File: config.mk
export PLATFORM = sky130hd
export DESIGN_NAME = pp_byte_read
export DESIGN_NICKNAME = d
export VERILOG_FILES = /design/src/design/pp_read_pkg.sv /design/src/design/pclk_divider.sv /design/src/design/pp_byte_read.sv
export SDC_FILE = /design/constraint.sdc
export NUM_CORES = 1
export LEC_CHECK = 0
export ABC_AREA = 1
export BUFFER_PORTS_ARGS = -buffer_cell sky130_fd_sc_hd__buf_2
export CAP_MARGIN = 30
export CORE_ASPECT_RATIO = 1.1
export CORE_MARGIN = 2
export CORE_UTILIZATION = 53
export CTS_CLUSTER_DIAMETER = 30
export DETAILED_ROUTE_END_ITERATION = 8
export PLACE_DENSITY_LB_ADDON = 0.1
export SKIP_LAST_GASP = 1
export SLEW_MARGIN = 5
export SYNTH_ARGS = -nofsm -noshare
export SYNTH_HDL_FRONTEND = slang
export SYNTH_SLANG_ARGS = --single-unit
File: constraint.sdc
create_clock -name ref_clk -period 3.7 [get_ports ref_clk]
set_input_delay 0.555 -clock ref_clk [delete_from_list [all_inputs] [get_ports ref_clk]]
set_output_delay 0.555 -clock ref_clk [all_outputs]
set_load 0.005 [all_outputs]
File: src/design/pp_read_pkg.sv
// How it works
// - Each cycle opens with the address on all sixteen lines and the latch strobe active for two peripheral clocks.
// - The full address stays on the lines one peripheral clock after the latch strobe ends.
// - The low eight lines are released within one peripheral clock after the latch strobe ends.
// - The read strobe goes active two peripheral clocks after the latch strobe ends.
// - The read strobe stays active for the programmed duration field times the peripheral clock period, or one period for a zero field.
// - A configured hold cycle adds one peripheral clock after the read strobe rises.
// - The next latch strobe waits for flash time plus hold time plus one peripheral clock after the read strobe rises.
// - At least hold time plus one peripheral clock separates a read strobe rise from its next fall.
// - No new address is driven until flash time, hold time and one peripheral clock have passed.
// - The upper eight address lines stay driven for the hold time after the read strobe rises.
// - The peripheral clock is half the core clock and all counts are in peripheral clocks.
// - The latch strobe is active high after reset and software may make it active low.
package pp_read_pkg;

  // ==========================================================
  // Register map
  // ==========================================================
  localparam logic [3:0] CTRL_OFFSET = 4'h0;
  localparam logic [3:0] ADDR_OFFSET = 4'h4;
  localparam logic [3:0] STATUS_OFFSET = 4'h8;
  localparam logic [3:0] DATA_OFFSET = 4'hC;

  // Control field positions
  localparam int CTRL_START_BIT = 0;
  localparam int DUR_LO_BIT = 1;
  localparam int DUR_HI_BIT = 5;
  localparam int HOLD_BIT = 6;
  localparam int FLASH_BIT = 7;
  localparam int ALE_LOW_BIT = 8;
  localparam logic [8:0] CTRL_RESET = 9'h004;

  // Status field positions
  localparam int STAT_BUSY_BIT = 0;
  localparam int STAT_DONE_BIT = 1;

  // ==========================================================
  // Timing in peripheral clocks
  // ==========================================================
  localparam logic [4:0] ALE_PCLKS = 5'h02;
  localparam logic [4:0] ALE_TO_RD_PCLKS = 5'h02;
  localparam logic [4:0] FLASH_PCLKS = 5'h07;
  localparam logic [4:0] HOLD_PCLKS = 5'h01;
  localparam logic [4:0] ADDR_GAP_PCLKS = 5'h01;

  typedef enum logic [5:0] {
    ST_IDLE  = 6'b000001,
    ST_ALE   = 6'b000010,
    ST_SETUP = 6'b000100,
    ST_READ  = 6'b001000,
    ST_HOLD  = 6'b010000,
    ST_GAP   = 6'b100000
  } rd_state_t;

endpackage

File: src/design/pclk_divider.sv
// Peripheral clock enable at half the core clock rate
module pclk_divider
  import pp_read_pkg::*;
(
  input wire logic ref_clk,
  input wire logic rst_n,
  output logic pclkTick
);

  logic phase_r;

  // ==========================================================
  // Divide by two
  // ==========================================================
  // Tick marks the last core clock of each peripheral clock
  always_ff @(posedge ref_clk)
  begin
    if (!rst_n)
      phase_r <= 1'b0;
    else
      phase_r <= ~phase_r;
  end

  assign pclkTick = phase_r;

endmodule

File: src/design/pp_byte_read.sv
// Byte-wide read sequencer for the multiplexed parallel port
//
// The AXI4-Lite slave port and the register addresses were chosen for this implementation.
module pp_byte_read
  import pp_read_pkg::*;
(
  input wire logic ref_clk,
  input wire logic rst_n,
  input wire logic [31:0] s_axi_awaddr,
  input wire logic s_axi_awvalid,
  output logic s_axi_awready,
  input wire logic [31:0] s_axi_wdata,
  input wire logic [3:0] s_axi_wstrb,
  input wire logic s_axi_wvalid,
  output logic s_axi_wready,
  output logic [1:0] s_axi_bresp,
  output logic s_axi_bvalid,
  input wire logic s_axi_bready,
  input wire logic [31:0] s_axi_araddr,
  input wire logic s_axi_arvalid,
  output logic s_axi_arready,
  output logic [31:0] s_axi_rdata,
  output logic [1:0] s_axi_rresp,
  output logic s_axi_rvalid,
  input wire logic s_axi_rready,
  input wire logic [15:0] adIn,
  output logic [15:0] adOut,
  output logic [15:0] adOe,
  output logic ale,
  output logic rdN
);

  // ==========================================================
  // Register state
  // ==========================================================
  logic [8:0] portCtrl_r;
  logic [15:0] addr_r;
  logic [7:0] rdData_r;
  logic done_r;
  logic startPulse;
  logic pclkTick;
  logic [15:0] adInS1_r;
  logic [15:0] adInS2_r;
  rd_state_t state_r;
  logic [4:0] cnt_r;
  logic [4:0] cntEnd;
  logic aleAct;
  logic lowOe;
  logic highOe;
  logic aw_r;
  logic w_r;
  logic [3:0] awAddr_r;
  logic [31:0] wData_r;
  logic [3:0] wStrb_r;
  logic [4:0] duration;
  logic [4:0] gapLen;
  logic startPend_r;
  logic rdPrev_r;
  logic capNow_r;
  logic busy;

  pclk_divider u_div
  (
    .ref_clk(ref_clk),
    .rst_n(rst_n),
    .pclkTick(pclkTick)
  );

  assign duration = portCtrl_r[DUR_HI_BIT:DUR_LO_BIT];

  // Pins cross in from outside, two flops first
  always_ff @(posedge ref_clk)
  begin
    if (!rst_n)
    begin
      adInS1_r <= 16'h0000;
      adInS2_r <= 16'h0000;
    end
    else
    begin
      adInS1_r <= adIn;
      adInS2_r <= adInS1_r;
    end
  end

  // ==========================================================
  // AXI4-Lite write side
  // ==========================================================
  // Address and data are caught independently, in any order
  always_ff @(posedge ref_clk)
  begin
    if (!rst_n)
    begin
      aw_r <= 1'b0;
      w_r <= 1'b0;
      awAddr_r <= 4'h0;
      wData_r <= 32'h00000000;
      wStrb_r <= 4'h0;
      s_axi_bvalid <= 1'b0;
    end
    else
    begin
      if (s_axi_awvalid && s_axi_awready)
      begin
        aw_r <= 1'b1;
        awAddr_r <= s_axi_awaddr[3:0];
      end
      if (s_axi_wvalid && s_axi_wready)
      begin
        w_r <= 1'b1;
        wData_r <= s_axi_wdata;
        wStrb_r <= s_axi_wstrb;
      end
      if (aw_r && w_r)
      begin
        aw_r <= 1'b0;
        w_r <= 1'b0;
        s_axi_bvalid <= 1'b1;
      end
      else if (s_axi_bvalid && s_axi_bready)
        s_axi_bvalid <= 1'b0;
    end
  end

  assign s_axi_awready = !aw_r && !s_axi_bvalid;
  assign s_axi_wready = !w_r && !s_axi_bvalid;
  assign s_axi_bresp = 2'h0;

  // Start bit is a self-clearing strobe, ignored by the sequencer outside idle
  assign startPulse = aw_r && w_r && (awAddr_r == CTRL_OFFSET)
    && wStrb_r[0] && wData_r[CTRL_START_BIT];

  // Control and address registers; fields held fixed during a cycle
  always_ff @(posedge ref_clk)
  begin
    if (!rst_n)
    begin
      portCtrl_r <= CTRL_RESET;
      addr_r <= 16'h0000;
    end
    else if (aw_r && w_r && state_r == ST_IDLE)
    begin
      if (awAddr_r == CTRL_OFFSET)
      begin
        if (wStrb_r[0])
          portCtrl_r[7:1] <= wData_r[7:1];
        if (wStrb_r[1])
          portCtrl_r[ALE_LOW_BIT] <= wData_r[ALE_LOW_BIT];
      end
      else if (awAddr_r == ADDR_OFFSET)
      begin
        if (wStrb_r[0])
          addr_r[7:0] <= wData_r[7:0];
        if (wStrb_r[1])
          addr_r[15:8] <= wData_r[15:8];
      end
    end
  end

  // ==========================================================
  // AXI4-Lite read side
  // ==========================================================
  // One cycle answer; unmapped offsets read zero with OKAY
  always_ff @(posedge ref_clk)
  begin
    if (!rst_n)
    begin
      s_axi_rvalid <= 1'b0;
      s_axi_rdata <= 32'h00000000;
    end
    else if (s_axi_arvalid && s_axi_arready)
    begin
      s_axi_rvalid <= 1'b1;
      // Full address decoded, so higher offsets never alias the map
      unique case (s_axi_araddr)
        {28'h0000000, CTRL_OFFSET}:
          s_axi_rdata <= {23'h000000, portCtrl_r[8:1], 1'b0};
        {28'h0000000, ADDR_OFFSET}: s_axi_rdata <= {16'h0000, addr_r};
        {28'h0000000, STATUS_OFFSET}:
          s_axi_rdata <= {30'h00000000, done_r, busy};
        {28'h0000000, DATA_OFFSET}: s_axi_rdata <= {24'h000000, rdData_r};
        default: s_axi_rdata <= 32'h00000000;
      endcase
    end
    else if (s_axi_rvalid && s_axi_rready)
      s_axi_rvalid <= 1'b0;
  end

  assign s_axi_arready = !s_axi_rvalid;
  assign s_axi_rresp = 2'h0;

  // Busy spans the pending start and the late data capture, so a poll
  // never sees idle before the byte has landed
  assign busy = (state_r != ST_IDLE) || startPend_r || (rdN && !rdPrev_r)
    || capNow_r;

  // ==========================================================
  // Read cycle sequencer
  // ==========================================================
  // Gap after the strobe rises: flash time plus the extra address
  // clock; the hold clock is its own state
  assign gapLen = (portCtrl_r[FLASH_BIT] ? FLASH_PCLKS : 5'h00)
    + ADDR_GAP_PCLKS;

  // Last count of each timed state; a zero duration still reads one
  always_comb
  begin
    cntEnd = 5'h00;
    unique case (state_r)
      ST_ALE: cntEnd = ALE_PCLKS - 5'h01;
      ST_SETUP: cntEnd = ALE_TO_RD_PCLKS - 5'h01;
      ST_READ: cntEnd = (duration == 5'h00) ? 5'h00
        : duration - 5'h01;
      ST_HOLD: cntEnd = HOLD_PCLKS - 5'h01;
      ST_GAP: cntEnd = gapLen - 5'h01;
      default: cntEnd = 5'h00;
    endcase
  end

  // State advances only on peripheral clock boundaries
  always_ff @(posedge ref_clk)
  begin
    if (!rst_n)
    begin
      state_r <= ST_IDLE;
      cnt_r <= 5'h00;
      startPend_r <= 1'b0;
    end
    else if (state_r == ST_IDLE)
    begin
      cnt_r <= 5'h00;
      // Start waits for the tick so the first latch clock is a whole one
      if ((startPulse || startPend_r) && pclkTick)
      begin
        state_r <= ST_ALE;
        startPend_r <= 1'b0;
      end
      else
        startPend_r <= startPulse || startPend_r;
    end
    else if (pclkTick)
    begin
      if (cnt_r != cntEnd)
        cnt_r <= cnt_r + 5'h01;
      else
      begin
        cnt_r <= 5'h00;
        unique case (state_r)
          ST_ALE: state_r <= ST_SETUP;
          ST_SETUP: state_r <= ST_READ;
          ST_READ: state_r <= portCtrl_r[HOLD_BIT] ? ST_HOLD
            : ST_GAP;
          ST_HOLD: state_r <= ST_GAP;
          default: state_r <= ST_IDLE;
        endcase
      end
    end
  end

  // Pins pass two flops, so the byte seen as the strobe rises is taken
  // two clocks after that edge; earlier would miss a one clock strobe
  always_ff @(posedge ref_clk)
  begin
    if (!rst_n)
    begin
      rdPrev_r <= 1'b1;
      capNow_r <= 1'b0;
      rdData_r <= 8'h00;
      done_r <= 1'b0;
    end
    else
    begin
      rdPrev_r <= rdN;
      capNow_r <= rdN && !rdPrev_r;
      if (capNow_r)
      begin
        rdData_r <= adInS2_r[7:0];
        done_r <= 1'b1;
      end
      else if (startPulse)
        done_r <= 1'b0;
    end
  end

  // ==========================================================
  // Pin drive
  // ==========================================================
  // Low lines drive only during the strobe phase; first setup clock
  // keeps the full address, then low lines float
  assign aleAct = (state_r == ST_ALE);
  assign lowOe = aleAct
    || (state_r == ST_SETUP && cnt_r == 5'h00);
  assign highOe = lowOe || state_r == ST_SETUP || state_r == ST_READ
    || state_r == ST_HOLD;

  always_ff @(posedge ref_clk)
  begin
    if (!rst_n)
    begin
      ale <= 1'b0;
      rdN <= 1'b1;
      adOut <= 16'h0000;
      adOe <= 16'h0000;
    end
    else
    begin
      ale <= aleAct ^ portCtrl_r[ALE_LOW_BIT];
      rdN <= !(state_r == ST_READ);
      adOut <= addr_r;
      adOe <= {{8{highOe}}, {8{lowOe}}};
    end
  end

endmodule

==> metrics.csv, run 1 <==
stage,metric,value,unit
global_routing,grt_overflow,0,
worst_setup_path,r2r_cells,7,
yosys,yosys_warnings,0,
clocking,clock_latency,520,ps
cells_and_area,layout.cells.non_filler,933,
sta,worst_pin_slew,839,ps
place,dp_hpwl,8400,µm
routing,drc_errors,0,
power_and_ir_drop,p_sw_share,27.8,%
worst_setup_path,arrival,2550,ps
place,dp_cells,901,
floorplan,pin_count,198,
floorplan,num_rows,38,
sta,period_minus_slack,2110,ps
routing,met3_length,629,µm
run,maxCapViolCount,0,
clocking,cts_hold_buffers,0,
routing,vias,4613,
global_routing,grt_pass1_vias,4199,
routing,wl_per_cell,12.8,µm
sta,setup_viol,0,
power_and_ir_drop,sequentialPowerShare,38.5,%
yosys,ys_types,40,
worst_hold_path,hp-start,adIn[2],
place,pre_cts_ws,1490,ps
power_and_ir_drop,p_leak,3.19,nW
clocking,root_buffer,clkbuf_8,
yosys,synth_top_area_share,47.7,%
power_and_ir_drop,clkPwrFrac,46.2,%
yosys,synth_ff_type,dfxtp_1,
floorplan,fp.dieH,109,µm
clocking,cts_tree,done,
global_routing,antenna_found_initial,0,
yosys,synthCells,691,
yosys,yosys_register_bits,126,
sta,clock.fmax,474,MHz
routing,m1WireLength,5140,µm
floorplan,initial_core_util,54.0,%
power_and_ir_drop,power.density,604,nW/µm²
routing,drtIter0Drc,240,
cells_and_area,multi_input_area,2150,µm²
worst_setup_path,start_kind,flip-flop,
cells_and_area,drive_above_1_share,23.4,%
worst_hold_path,min_to,adInS1_r[2]$_SDFF_PN0_,
worst_hold_path,min_path_cells,3,
routing,wl_met2,5900,µm
cells_and_area,n_fill_cell,838,
routing,first_pass_iters,5,
clocking,postCtsSetupBuffers,0,
power_and_ir_drop,p_switching,1.09,mW
clocking,clock-sinks,126,
worst_setup_path,cp_max_fo,16,
global_routing,grt_max_degree,88,
place,gp_congestion,0.850,
outcome,status,completed,
sta,fin_ws,1590,ps
clocking,h-tree-depth,4,
sta,drv_slew,0,
sta,rsz0062_at_grt,no,
yosys,yosysTopAreaCell,dfxtp_1,
cells_and_area,seqCellArea,2520,µm²
global_routing,grt_pass1_wl,19700,µm
cells_and_area,nets,926,
clocking,clk_pin_slew,60,ps
cells_and_area,area_delta_synth_final,22.2,%
sta,hold_viol_final,0,
sta,finalSetupTns,0,ps
worst_setup_path,reg2reg_from,state_r[3]$_SDFFE_PN0P_,
yosys,yosys-top-cells-area,"dfxtp_1 48%, nand2_1 9.2%, nor2_1 6.5%",
worst_setup_path,cp-end-kind,flip-flop,
clocking,clockBufferDepth,2,
power_and_ir_drop,intPower,2.82,mW
sta,max_slew_margin,43.7,%
routing,antenna_left,0,
clocking,postCtsResizedCells,0,
sta,fin_skew,7.46,ps
power_and_ir_drop,irDropWorstVdd,0.000466,V
yosys,synth_area_per_cell,7.66,µm²
place,portBuffers,123,
floorplan,fp.dieArea,10800,µm²
yosys,synth_edf_count,0,
yosys,synthArstFlopShare,0,%
routing,via_per_inst,4.94,
global_routing,gr-usage-all-layers,23.2,%
worst_setup_path,path_class,flip-flop to flip-flop,
yosys,ys_seq_area_share,47.7,%
power_and_ir_drop,comb_power_share,15.3,%
worst_hold_path,min_path_type,primary input to flip-flop,
sta,fin_crit_sh,57.1,%
worst_setup_path,r2r-end,addr_r[2]$_SDFFE_PN0P_,
floorplan,die-width,99.3,µm
routing,routed.top_layer,met4,
routing,drt-total-wl,11900,µm
yosys,syn-cell-area,5290,µm²
cells_and_area,diodes,0,
floorplan,fp.coreArea,9790,µm²
clocking,cts_made_buffers,17,
worst_setup_path,reg2reg_slack,1590,ps
worst_setup_path,worst_ep_required_time,4140,ps
power by group through the flow:
stage	clock network [mW]	registers, mW	logic, mW
finish	1.80	1.50	0.597
CTS	1.82	1.50	0.601
global placement	0	1.53	0.580
floorplan	0	1.52	0.469
global route	1.89	1.51	0.668
detailed placement	0	1.53	0.596
cell families after synthesis:
| family | synth area share [%] |
|---|---|
| buf+inv | 13.1 |
| other cells | 0.0709 |
| flops | 47.7 |
| compound gates | 11.6 |
| simple gates | 26.0 |
| fa+ha+maj | 0.710 |
| xor+xnor | 0.828 |
sequential cells by signal (all words and copies together) (netlist names), 5 cells and up:
name / flops
wData_r: 16
s_axi_rdata: 16
portCtrl_r: 8
addr_r: 16
adInS2_r: 8
adOut: 16
rdData_r: 8
adInS1_r: 8
state_r: 6
cnt_r: 5
metal layers:
layer | global-route usage [%] | up-vias
met3 | 6.09 | 22
met4 | 9.69 | 0
li1 | - | 2353
met1 | 27.8 | 2094
met2 | 39.5 | 144
met5 | 0 | -
critical path, stage by stage, from the launching register on:
cell and delay [ps]:
dfxtp_1 350, nor2_2 210, nand4_2 210, nor2_2 190, inv_2 80, nor4_4 630, o21ai_0 170, a21oi_1 180
Yosys cell counts, drive strengths merged (2+ instances only):
master	n
buf	39
a21oi	50
inv	86
ha	3
or2	2
nor4	5
xor2	4
nand4	5
clkbuf	17
o21ai	51
nor2	102
a31oi	2
a211oi	8
nand2	133
nor3	9
nand3b	2
nand3	40
dfxtp	126
clkinv	2
placed cells by master, fill, tap and decap left out, types with 2 or more instances in the layout:
| cell type | synthesis | routed |
|---|---|---|
| ha_1 | 3 | 3 |
| nand2_1 | 129 | 129 |
| nand3_1 | 36 | 36 |
| inv_6 | 0 | 3 |
| a21oi_1 | 47 | 47 |
| inv_1 | 84 | 84 |
| nand3_2 | 4 | 4 |
| nor2_1 | 92 | 92 |
| buf_2 | 1 | 123 |
| o21ai_1 | 3 | 3 |
| nand4_1 | 3 | 3 |
| clkinv_1 | 2 | 2 |
| clkinv_4 | 0 | 3 |
| nor4_1 | 2 | 2 |
| conb_1 | 1 | 20 |
| a31oi_1 | 2 | 2 |
| nor4_4 | 3 | 3 |
| o21ai_0 | 47 | 47 |
| xor2_1 | 4 | 4 |
| inv_2 | 2 | 2 |
| nor3_1 | 8 | 8 |
| bufinv_16 | 0 | 5 |
| clkbuf_16 | 0 | 16 |
| nor2_4 | 5 | 5 |
| a211oi_1 | 8 | 8 |
| clkinvlp_4 | 0 | 2 |
| nor2_2 | 5 | 5 |
| nand2_2 | 4 | 4 |
| a21oi_2 | 3 | 3 |
| dfxtp_1 | 126 | 126 |
| nand3b_1 | 2 | 2 |
| buf_4 | 34 | 3 |
how the worst max path moves through the flow:
stage / cells after the start / endpoint / slack (ps) / start
after floorplan: 9 / s_axi_rdata[6]$_SDFFE_PN0P_ / 1910 / s_axi_araddr[1]
after global placement: 8 / s_axi_rdata[2]$_SDFFE_PN0P_ / 1460 / s_axi_araddr[25]
after detailed placement: 8 / s_axi_rdata[3]$_SDFFE_PN0P_ / 1490 / s_axi_araddr[7]
after CTS: 7 / addr_r[2]$_SDFFE_PN0P_ / 1580 / state_r[3]$_SDFFE_PN0P_
after global routing: 7 / addr_r[7]$_SDFFE_PN0P_ / 1330 / state_r[3]$_SDFFE_PN0P_
final: 7 / addr_r[2]$_SDFFE_PN0P_ / 1590 / state_r[3]$_SDFFE_PN0P_
metrics by stage:
stage	hold slack [ps]	area (µm²)	util [%]	power [mW]
2_1_floorplan	390	5360	-	1.99
3_3_place_gp	395	5790	59.1	2.11
3_5_place_dp	395	5820	59.4	2.13
4_1_cts	200	6460	66.0	3.93
5_1_grt	197	6460	66.0	4.08
6_report	217	6460	66.0	3.91
cell type report:
type                            count  area share (%)
Inverter                           88            5.11
Clock inverter                     15            3.62
Sequential cell                   126            39.0
Tap cell                          120            2.32
Multi-Input combinational cell    440            33.2
Timing Repair Buffer              127            10.3
Clock buffer                       17            6.41
Note: power is estimated with default switching activity, not from simulation.
==> inputs of run 2 (changes only) <==
--- a/config.mk
+++ b/config.mk
@@ -5,12 +5,12 @@
 export SDC_FILE = /design/constraint.sdc
 export NUM_CORES = 1
 export LEC_CHECK = 0
-export ABC_AREA = 1
+export ABC_AREA = 0
 export BUFFER_PORTS_ARGS = -buffer_cell sky130_fd_sc_hd__buf_2
 export CAP_MARGIN = 30
 export CORE_ASPECT_RATIO = 1.1
 export CORE_MARGIN = 2
-export CORE_UTILIZATION = 53
+export CORE_UTILIZATION = 49
 export CTS_CLUSTER_DIAMETER = 30
 export DETAILED_ROUTE_END_ITERATION = 8
 export PLACE_DENSITY_LB_ADDON = 0.1
==> constraint.sdc (replaced) <==
create_clock -name ref_clk -period 2.1 [get_ports ref_clk]
set_input_delay 0.315 -clock ref_clk [delete_from_list [all_inputs] [get_ports ref_clk]]
set_output_delay 0.315 -clock ref_clk [all_outputs]
set_load 0.005 [all_outputs]
==> run 2 against run 1 <==
  * The flow now finishes with violations (setup timing)
  * Synthesized area shrank 1.1%
  * Largest cell class unchanged
  * Critical endpoint is now state_r[0]$_SDFFE_PN1P_
  * Die area grew 6.7%
  * Clock skew shrank 0.64 ps
  * Flip-flop and latch count is the same
  * Final cell count shrank 5.0%
  * Highest routed layer unchanged
==> metrics.csv, run 2 <==
stage,metric,value,unit
outcome,status,"complete, but fails checks",
outcome,violations,setup timing,
sta,max_slew_margin,57.5,%
clocking,clock_latency,410,ps
floorplan,initial_core_util,50.3,%
cells_and_area,drive_above_1_share,32.6,%
power_and_ir_drop,p_switching,1.28,mW
clocking,clk_pin_slew,60,ps
sta,rsz0062_at_grt,yes,
sta,period_minus_slack,2190,ps
worst_setup_path,reg2reg_slack,-90,ps
floorplan,pin_count,198,
worst_hold_path,hp-start,adIn[5],
clocking,clock-sinks,126,
routing,drtIter0Drc,231,
floorplan,num_rows,39,
global_routing,grt_overflow,0,
worst_setup_path,path_class,flip-flop to flip-flop,
clocking,root_buffer,clkbuf_16,
place,pre_cts_ws,-161,ps
floorplan,fp.dieH,112,µm
power_and_ir_drop,comb_power_share,6.9,%
routing,drt-total-wl,12900,µm
yosys,synthArstFlopShare,0,%
global_routing,grt_max_degree,68,
cells_and_area,mostFrequentLayoutCell,buf_2,
floorplan,fp.coreArea,10400,µm²
power_and_ir_drop,power.density,875,nW/µm²
worst_setup_path,worst_ep_required_time,2400,ps
routing,antenna_left,0,
cells_and_area,layout_common_cells,"123 x buf_2, 122 x dfxtp_1, 80 x nand2_1, 56 x nor2_1, 49 x a21oi_1",
clocking,clockBufferDepth,2,
yosys,synth_ff_type,dfxtp_1,
routing,wl_per_cell,14.5,µm
power_and_ir_drop,intPower,4.71,mW
yosys,yosysTopAreaCell,dfxtp_1,
global_routing,grt_pass1_vias,4166,
place,gp_congestion,0.930,
routing,first_pass_iters,5,
worst_setup_path,crit_slowest_cell,or4_4,
sta,worst_pin_slew,636,ps
power_and_ir_drop,finalPower,5.99,mW
worst_setup_path,worstPathCellList,"buf_4, nor3_4, xor2_2, or4_4, a31oi_2, nand3_2, a221o_1",
clocking,cts_hold_buffers,0,
yosys,synth_most_common_cell,dfxtp_1,
routing,vias,4461,
worst_hold_path,min_path_cells,2,
worst_setup_path,cp_max_fo,3,
yosys,synth_area_per_cell,8.93,µm²
place,dp_hpwl,9230,µm
worst_hold_path,min_to,adInS1_r[5]$_SDFF_PN0_,
yosys,synthCells,586,
worst_setup_path,r2r-end,state_r[0]$_SDFFE_PN1P_,
yosys,syn-cell-area,5230,µm²
global_routing,gr-usage-all-layers,22.9,%
worst_hold_path,min_path_type,primary input to flip-flop,
sta,clock.fmax,456,MHz
yosys,synth_top_area_share,48.2,%
worst_setup_path,arrival,2490,ps
yosys,ys_types,64,
clocking,cts_tree,done,
routing,via_per_inst,5.03,
sta,fin_crit_sh,104,%
sta,hold_viol_final,0,
routing,drc_errors,0,
floorplan,die-width,103,µm
worst_setup_path,crit_path_max_incr_delay,500,ps
global_routing,antenna_found_initial,0,
worst_setup_path,start_kind,flip-flop,
power_and_ir_drop,p_sw_share,21.4,%
yosys,yosys_register_bits,126,
cells_and_area,area_delta_synth_final,30.9,%
power_and_ir_drop,sequentialPowerShare,41.6,%
clocking,cts_made_buffers,17,
place,dp_cells,849,
yosys,synth_edf_count,0,
yosys,yosys_warnings,0,
global_routing,grt_pass1_wl,20300,µm
yosys,synth_common_cells,"126 x dfxtp_1, 80 x nand2_1, 56 x nor2_1",
sta,drv_slew,0,
place,portBuffers,123,
yosys,yosys-top-cells-area,"dfxtp_1 48%, nand2_1 5.7%, buf_4 4.9%",
clocking,h-tree-depth,4,
worst_setup_path,r2r_cells,7,
yosys,ys_seq_area_share,48.2,%
sta,setup_viol,5,
power_and_ir_drop,clkPwrFrac,51.5,%
floorplan,fp.dieArea,11500,µm²
sta,fin_skew,6.82,ps
worst_setup_path,reg2reg_from,portCtrl_r[1]$_SDFFE_PN0P_,
worst_setup_path,cp-end-kind,flip-flop,
sta,fin_ws,-92.0,ps
power_and_ir_drop,p_leak,3.00,nW
cells_and_area,nets,855,
power_and_ir_drop,irDropWorstVdd,0.000550,V
run,maxCapViolCount,0,
cells_and_area,layout.cells.non_filler,886,
==> run 2: critical path: cells and delay by family (launching register included) <==
kind,cells,cell delay [ps]
buffers and inverters,1,150
AOI/OAI and AO/OA,2,580
DFF,1,360
xor gates and xnor gates,1,110
and+or+nand+nor,3,880
==> run 2: power by group through the flow <==
stage	clock network (mW)	logic, mW	registers (mW)
finish	3.08	0.414	2.49
CTS	3.13	0.402	2.49
detailed placement	0	0.388	2.54
floorplan	0	0.249	2.53
global placement	0	0.382	2.54
global route	3.24	0.458	2.50
==> run 2: final cells by class <==
type	count	area, µm²
diodes	1	2.50
clock buffers	22	474
clock inverters	10	160
fillers	853	3550
inverters	13	51.3
multi-input cells	402	2480
flip-flops and latches	126	2530
well taps	143	179
repair buffers	169	973
==> run 2: cell families (layout without fill, tap and decap cells) <==
| group | Yosys count | after routing | synth area share (%) |
|---|---|---|---|
| muxes | 31 | 31 | 6.34 |
| adders and majority gates | 3 | 3 | 0.717 |
| buffers and inverters | 77 | 214 | 8.18 |
| and+or+nand+nor | 249 | 249 | 24.5 |
| AOI/OAI and AO/OA | 93 | 93 | 11.0 |
| xor gates and xnor gates | 6 | 6 | 1.00 |
| other | 1 | 21 | 0.0717 |
| DFF | 126 | 126 | 48.2 |
==> run 2: how the worst max path moves through the flow <==
stage / slack (ps) / cells after the start / from / to
2_1_floorplan: 10 / 8 / portCtrl_r[1]$_SDFFE_PN0P_ / state_r[0]$_SDFFE_PN1P_
3_3_place_gp: -70 / 8 / portCtrl_r[1]$_SDFFE_PN0P_ / cnt_r[2]$_SDFFE_PP0P_
3_5_place_dp: -160 / 8 / portCtrl_r[1]$_SDFFE_PN0P_ / cnt_r[4]$_SDFFE_PP0P_
4_1_cts: -20 / 6 / state_r[0]$_SDFFE_PN1P_ / state_r[0]$_SDFFE_PN1P_
5_1_grt: -160 / 9 / portCtrl_r[2]$_SDFFE_PN1P_ / state_r[0]$_SDFFE_PN1P_
6_report: -90 / 7 / portCtrl_r[1]$_SDFFE_PN0P_ / state_r[0]$_SDFFE_PN1P_
==> run 2: metrics by stage <==
stage	hold slack (ps)	utilization, %	TNS (ps)	cell area, µm²
2_1_floorplan	412	-	0	5320
3_5_place_dp	420	58.3	-1050	6060
3_3_place_gp	414	58.3	-405	6060
6_report	111	65.9	-199	6850
5_1_grt	99.3	65.9	-1130	6850
4_1_cts	98.9	65.1	-16.8	6770
==> run 2: layer usage <==
metal | GRT usage (%) | up-vias | wire length (µm)
met5 | 0 | - | 0
met4 | 7.91 | 0 | 295
met3 | 5.85 | 32 | 695
met2 | 36.8 | 124 | 6330
met1 | 29.8 | 2067 | 5570
li1 | - | 2238 | -
==> run 2: what timing repair did <==
item,4_1_cts,5_1_grt
buffers inserted,1,3
setup endpoints to repair,13,27
pin swaps,8,2
gates resized for setup,16,11
==> inputs of run 3 (changes only) <==
--- a/config.mk
+++ b/config.mk
@@ -6,13 +6,13 @@
 export NUM_CORES = 1
 export LEC_CHECK = 0
 export ABC_AREA = 0
-export BUFFER_PORTS_ARGS = -buffer_cell sky130_fd_sc_hd__buf_2
 export CAP_MARGIN = 30
 export CORE_ASPECT_RATIO = 1.1
 export CORE_MARGIN = 2
-export CORE_UTILIZATION = 49
+export CORE_UTILIZATION = 48
 export CTS_CLUSTER_DIAMETER = 30
 export DETAILED_ROUTE_END_ITERATION = 8
+export DONT_BUFFER_PORTS = 1
 export PLACE_DENSITY_LB_ADDON = 0.1
 export SKIP_LAST_GASP = 1
 export SLEW_MARGIN = 5
==> constraint.sdc (replaced) <==
create_clock -name ref_clk -period 2.65 [get_ports ref_clk]
set_input_delay 0.3975 -clock ref_clk [delete_from_list [all_inputs] [get_ports ref_clk]]
set_output_delay 0.3975 -clock ref_clk [all_outputs]
set_load 0.005 [all_outputs]
==> run 3 against run 2 <==
  * The run now ends clean
  * Clock power decreased by 26%
  * Sequential share of layout area increased by 6.7 points
  * Non-clock buffer count decreased by 158
  * Final cell count decreased by 18%
  * Critical endpoint is now cnt_r[4]$_SDFFE_PP0P_
  * Largest power group unchanged
==> metrics.csv, run 3 (synthesis gave the netlist of run 2 again) <==
stage,metric,value,unit
outcome,status,completed,
sta,fin_crit_sh,90.1,%
place,dp_cells,695,
routing,drtIter0Drc,136,
worst_setup_path,crit_family,simple AND/OR/NAND/NOR gates,
routing,drc_errors,0,
floorplan,fp.dieH,114,µm
routing,drt-total-wl,12000,µm
worst_setup_path,cp-end-kind,flip-flop,
sta,fin_hold_ws,55.6,ps
power_and_ir_drop,power.density,774,nW/µm²
cells_and_area,n_fill_cell,959,
routing,vias,3869,
sta,period_minus_slack,2390,ps
global_routing,grt_pass1_wl,19100,µm
worst_setup_path,worstPathCellList,"inv_1, ha_1, or4b_1, nand4b_1, a21o_1, nand4_1, nor4_2, nor4_1",
routing,wl_per_cell,16.4,µm
cells_and_area,layout_common_cells,"126 x dfxtp_1, 80 x nand2_1, 56 x nor2_1, 49 x a21oi_1, 36 x and2_1",
clocking,cts_hold_buffers,0,
place,dp_hpwl,8570,µm
floorplan,die-width,104,µm
floorplan,pin_count,198,
clocking,clk_pin_slew,60,ps
floorplan,fp.coreArea,10500,µm²
sta,max_slew_margin,57.2,%
worst_setup_path,arrival,2660,ps
sta,rsz0062_at_grt,no,
worst_setup_path,crit_path_max_incr_delay,510,ps
clocking,clock-sinks,126,
worst_setup_path,cp_max_fo,6,
clocking,clock_latency,410,ps
clocking,cts_tree,done,
clocking,h-tree-depth,4,
place,portBuffers,0,
sta,setup_viol,0,
worst_setup_path,crit_slowest_cell,or4b_1,
routing,via_per_inst,5.32,
sta,worst_pin_slew,642,ps
sta,clock.fmax,419,MHz
routing,first_pass_iters,4,
cells_and_area,diodes,0,
sta,hold_viol_final,0,
sta,fin_skew,5.76,ps
sta,drv_slew,0,
global_routing,grt_max_degree,45,
run,maxCapViolCount,0,
clocking,root_buffer,clkbuf_16,
floorplan,fp.dieArea,11800,µm²
global_routing,antenna_found_initial,0,
floorplan,initial_core_util,49.9,%
worst_setup_path,cp_num_buf_inv,1,
clocking,postCtsResizedCells,0,
cells_and_area,mostFrequentLayoutCell,dfxtp_1,
global_routing,grt_pass1_vias,3660,
power_and_ir_drop,p_leak,2.21,nW
worst_hold_path,min_path_type,primary input to flip-flop,
worst_setup_path,start_kind,flip-flop,
cells_and_area,nets,697,
cells_and_area,layout.cells.non_filler,727,
global_routing,grt_overflow,0,
cells_and_area,drive_above_1_share,11.0,%
clocking,cts_made_buffers,17,
cells_and_area,area_delta_synth_final,10.4,%
sta,finalSetupTns,0,ps
routing,antenna_left,0,
global_routing,gr-usage-all-layers,20.6,%
clocking,clockBufferDepth,2,
worst_setup_path,worst_ep_required_time,2930,ps
worst_setup_path,path_class,flip-flop to flip-flop,
floorplan,num_rows,39,
place,gp_congestion,0.848,
power_and_ir_drop,irDropWorstVdd,0.000524,V
clocking,postCtsSetupBuffers,0,
## run 3: cell types whose count changed in the layout (fill, tap and decap cells not counted), moves of 2 or more
| cell | change |
|---|---|
| buf_2 | -123 |
| buf_4 | -34 |
| bufinv_16 | -2 |
| clkbuf_1 | -2 |
| dfxtp_1 | +4 |
| dfxtp_2 | -3 |
| inv_1 | +2 |
| inv_6 | +2 |
| nand3_1 | +3 |
| nand3_2 | -3 |
| nor3_4 | -2 |
| xnor2_1 | +2 |
| xnor2_2 | -2 |
## run 3: final cells by class
| class | count | area [µm²] | share of cell area (%) |
|---|---|---|---|
| flip-flops and latches | 126 | 2520 | 43.7 |
| multi-input cells | 402 | 2350 | 40.7 |
| clock inverters | 13 | 139 | 2.40 |
| clock buffers | 19 | 453 | 7.84 |
| well taps | 143 | 179 | 3.10 |
| inverters | 13 | 48.8 | 0.845 |
| repair buffers | 11 | 82.6 | 1.43 |
## run 3: path summary, 6_finish.rpt
path / slack, ps / startpoint / to / depth (start not counted)
worst max-delay path: 260 / portCtrl_r[1]$_SDFFE_PN0P_ / cnt_r[4]$_SDFFE_PP0P_ / 8
worst min register to register: 430 / adInS1_r[2]$_SDFF_PN0_ / adInS2_r[2]$_SDFF_PN0_ / 1
worst max register to register: 260 / portCtrl_r[1]$_SDFFE_PN0P_ / cnt_r[4]$_SDFFE_PP0P_ / 8
worst min-delay path: 60 / rst_n / rdN$_SDFF_PN1_ / 1
## run 3: power breakdown
| part | switching, mW | internal [mW] | total, mW |
|---|---|---|---|
| sequential | 0.0352 | 1.94 | 1.97 |
| clock | 0.849 | 1.44 | 2.28 |
| combinational | 0.135 | 0.0783 | 0.213 |
## run 3: metrics by stage
stage / area, µm² / power, mW / utilization [%] / setup slack, ps
5_1_grt: 5780 / 4.64 / 55.1 / 138
3_3_place_gp: 5190 / 2.22 / 49.4 / 331
4_1_cts: 5780 / 4.51 / 55.1 / 263
6_report: 5780 / 4.47 / 55.1 / 264
3_5_place_dp: 5190 / 2.23 / 49.4 / 276
2_1_floorplan: 5300 / 2.20 / - / 513
## run 3: routing by layer
| metal | share of wire [%] | GRT usage, % |
|---|---|---|
| met1 | 45 | 26.2 |
| met2 | 48 | 33.7 |
| met3 | 5.4 | 6.80 |
| met4 | 1.2 | 6.31 |
| met5 | 0 | 0 |
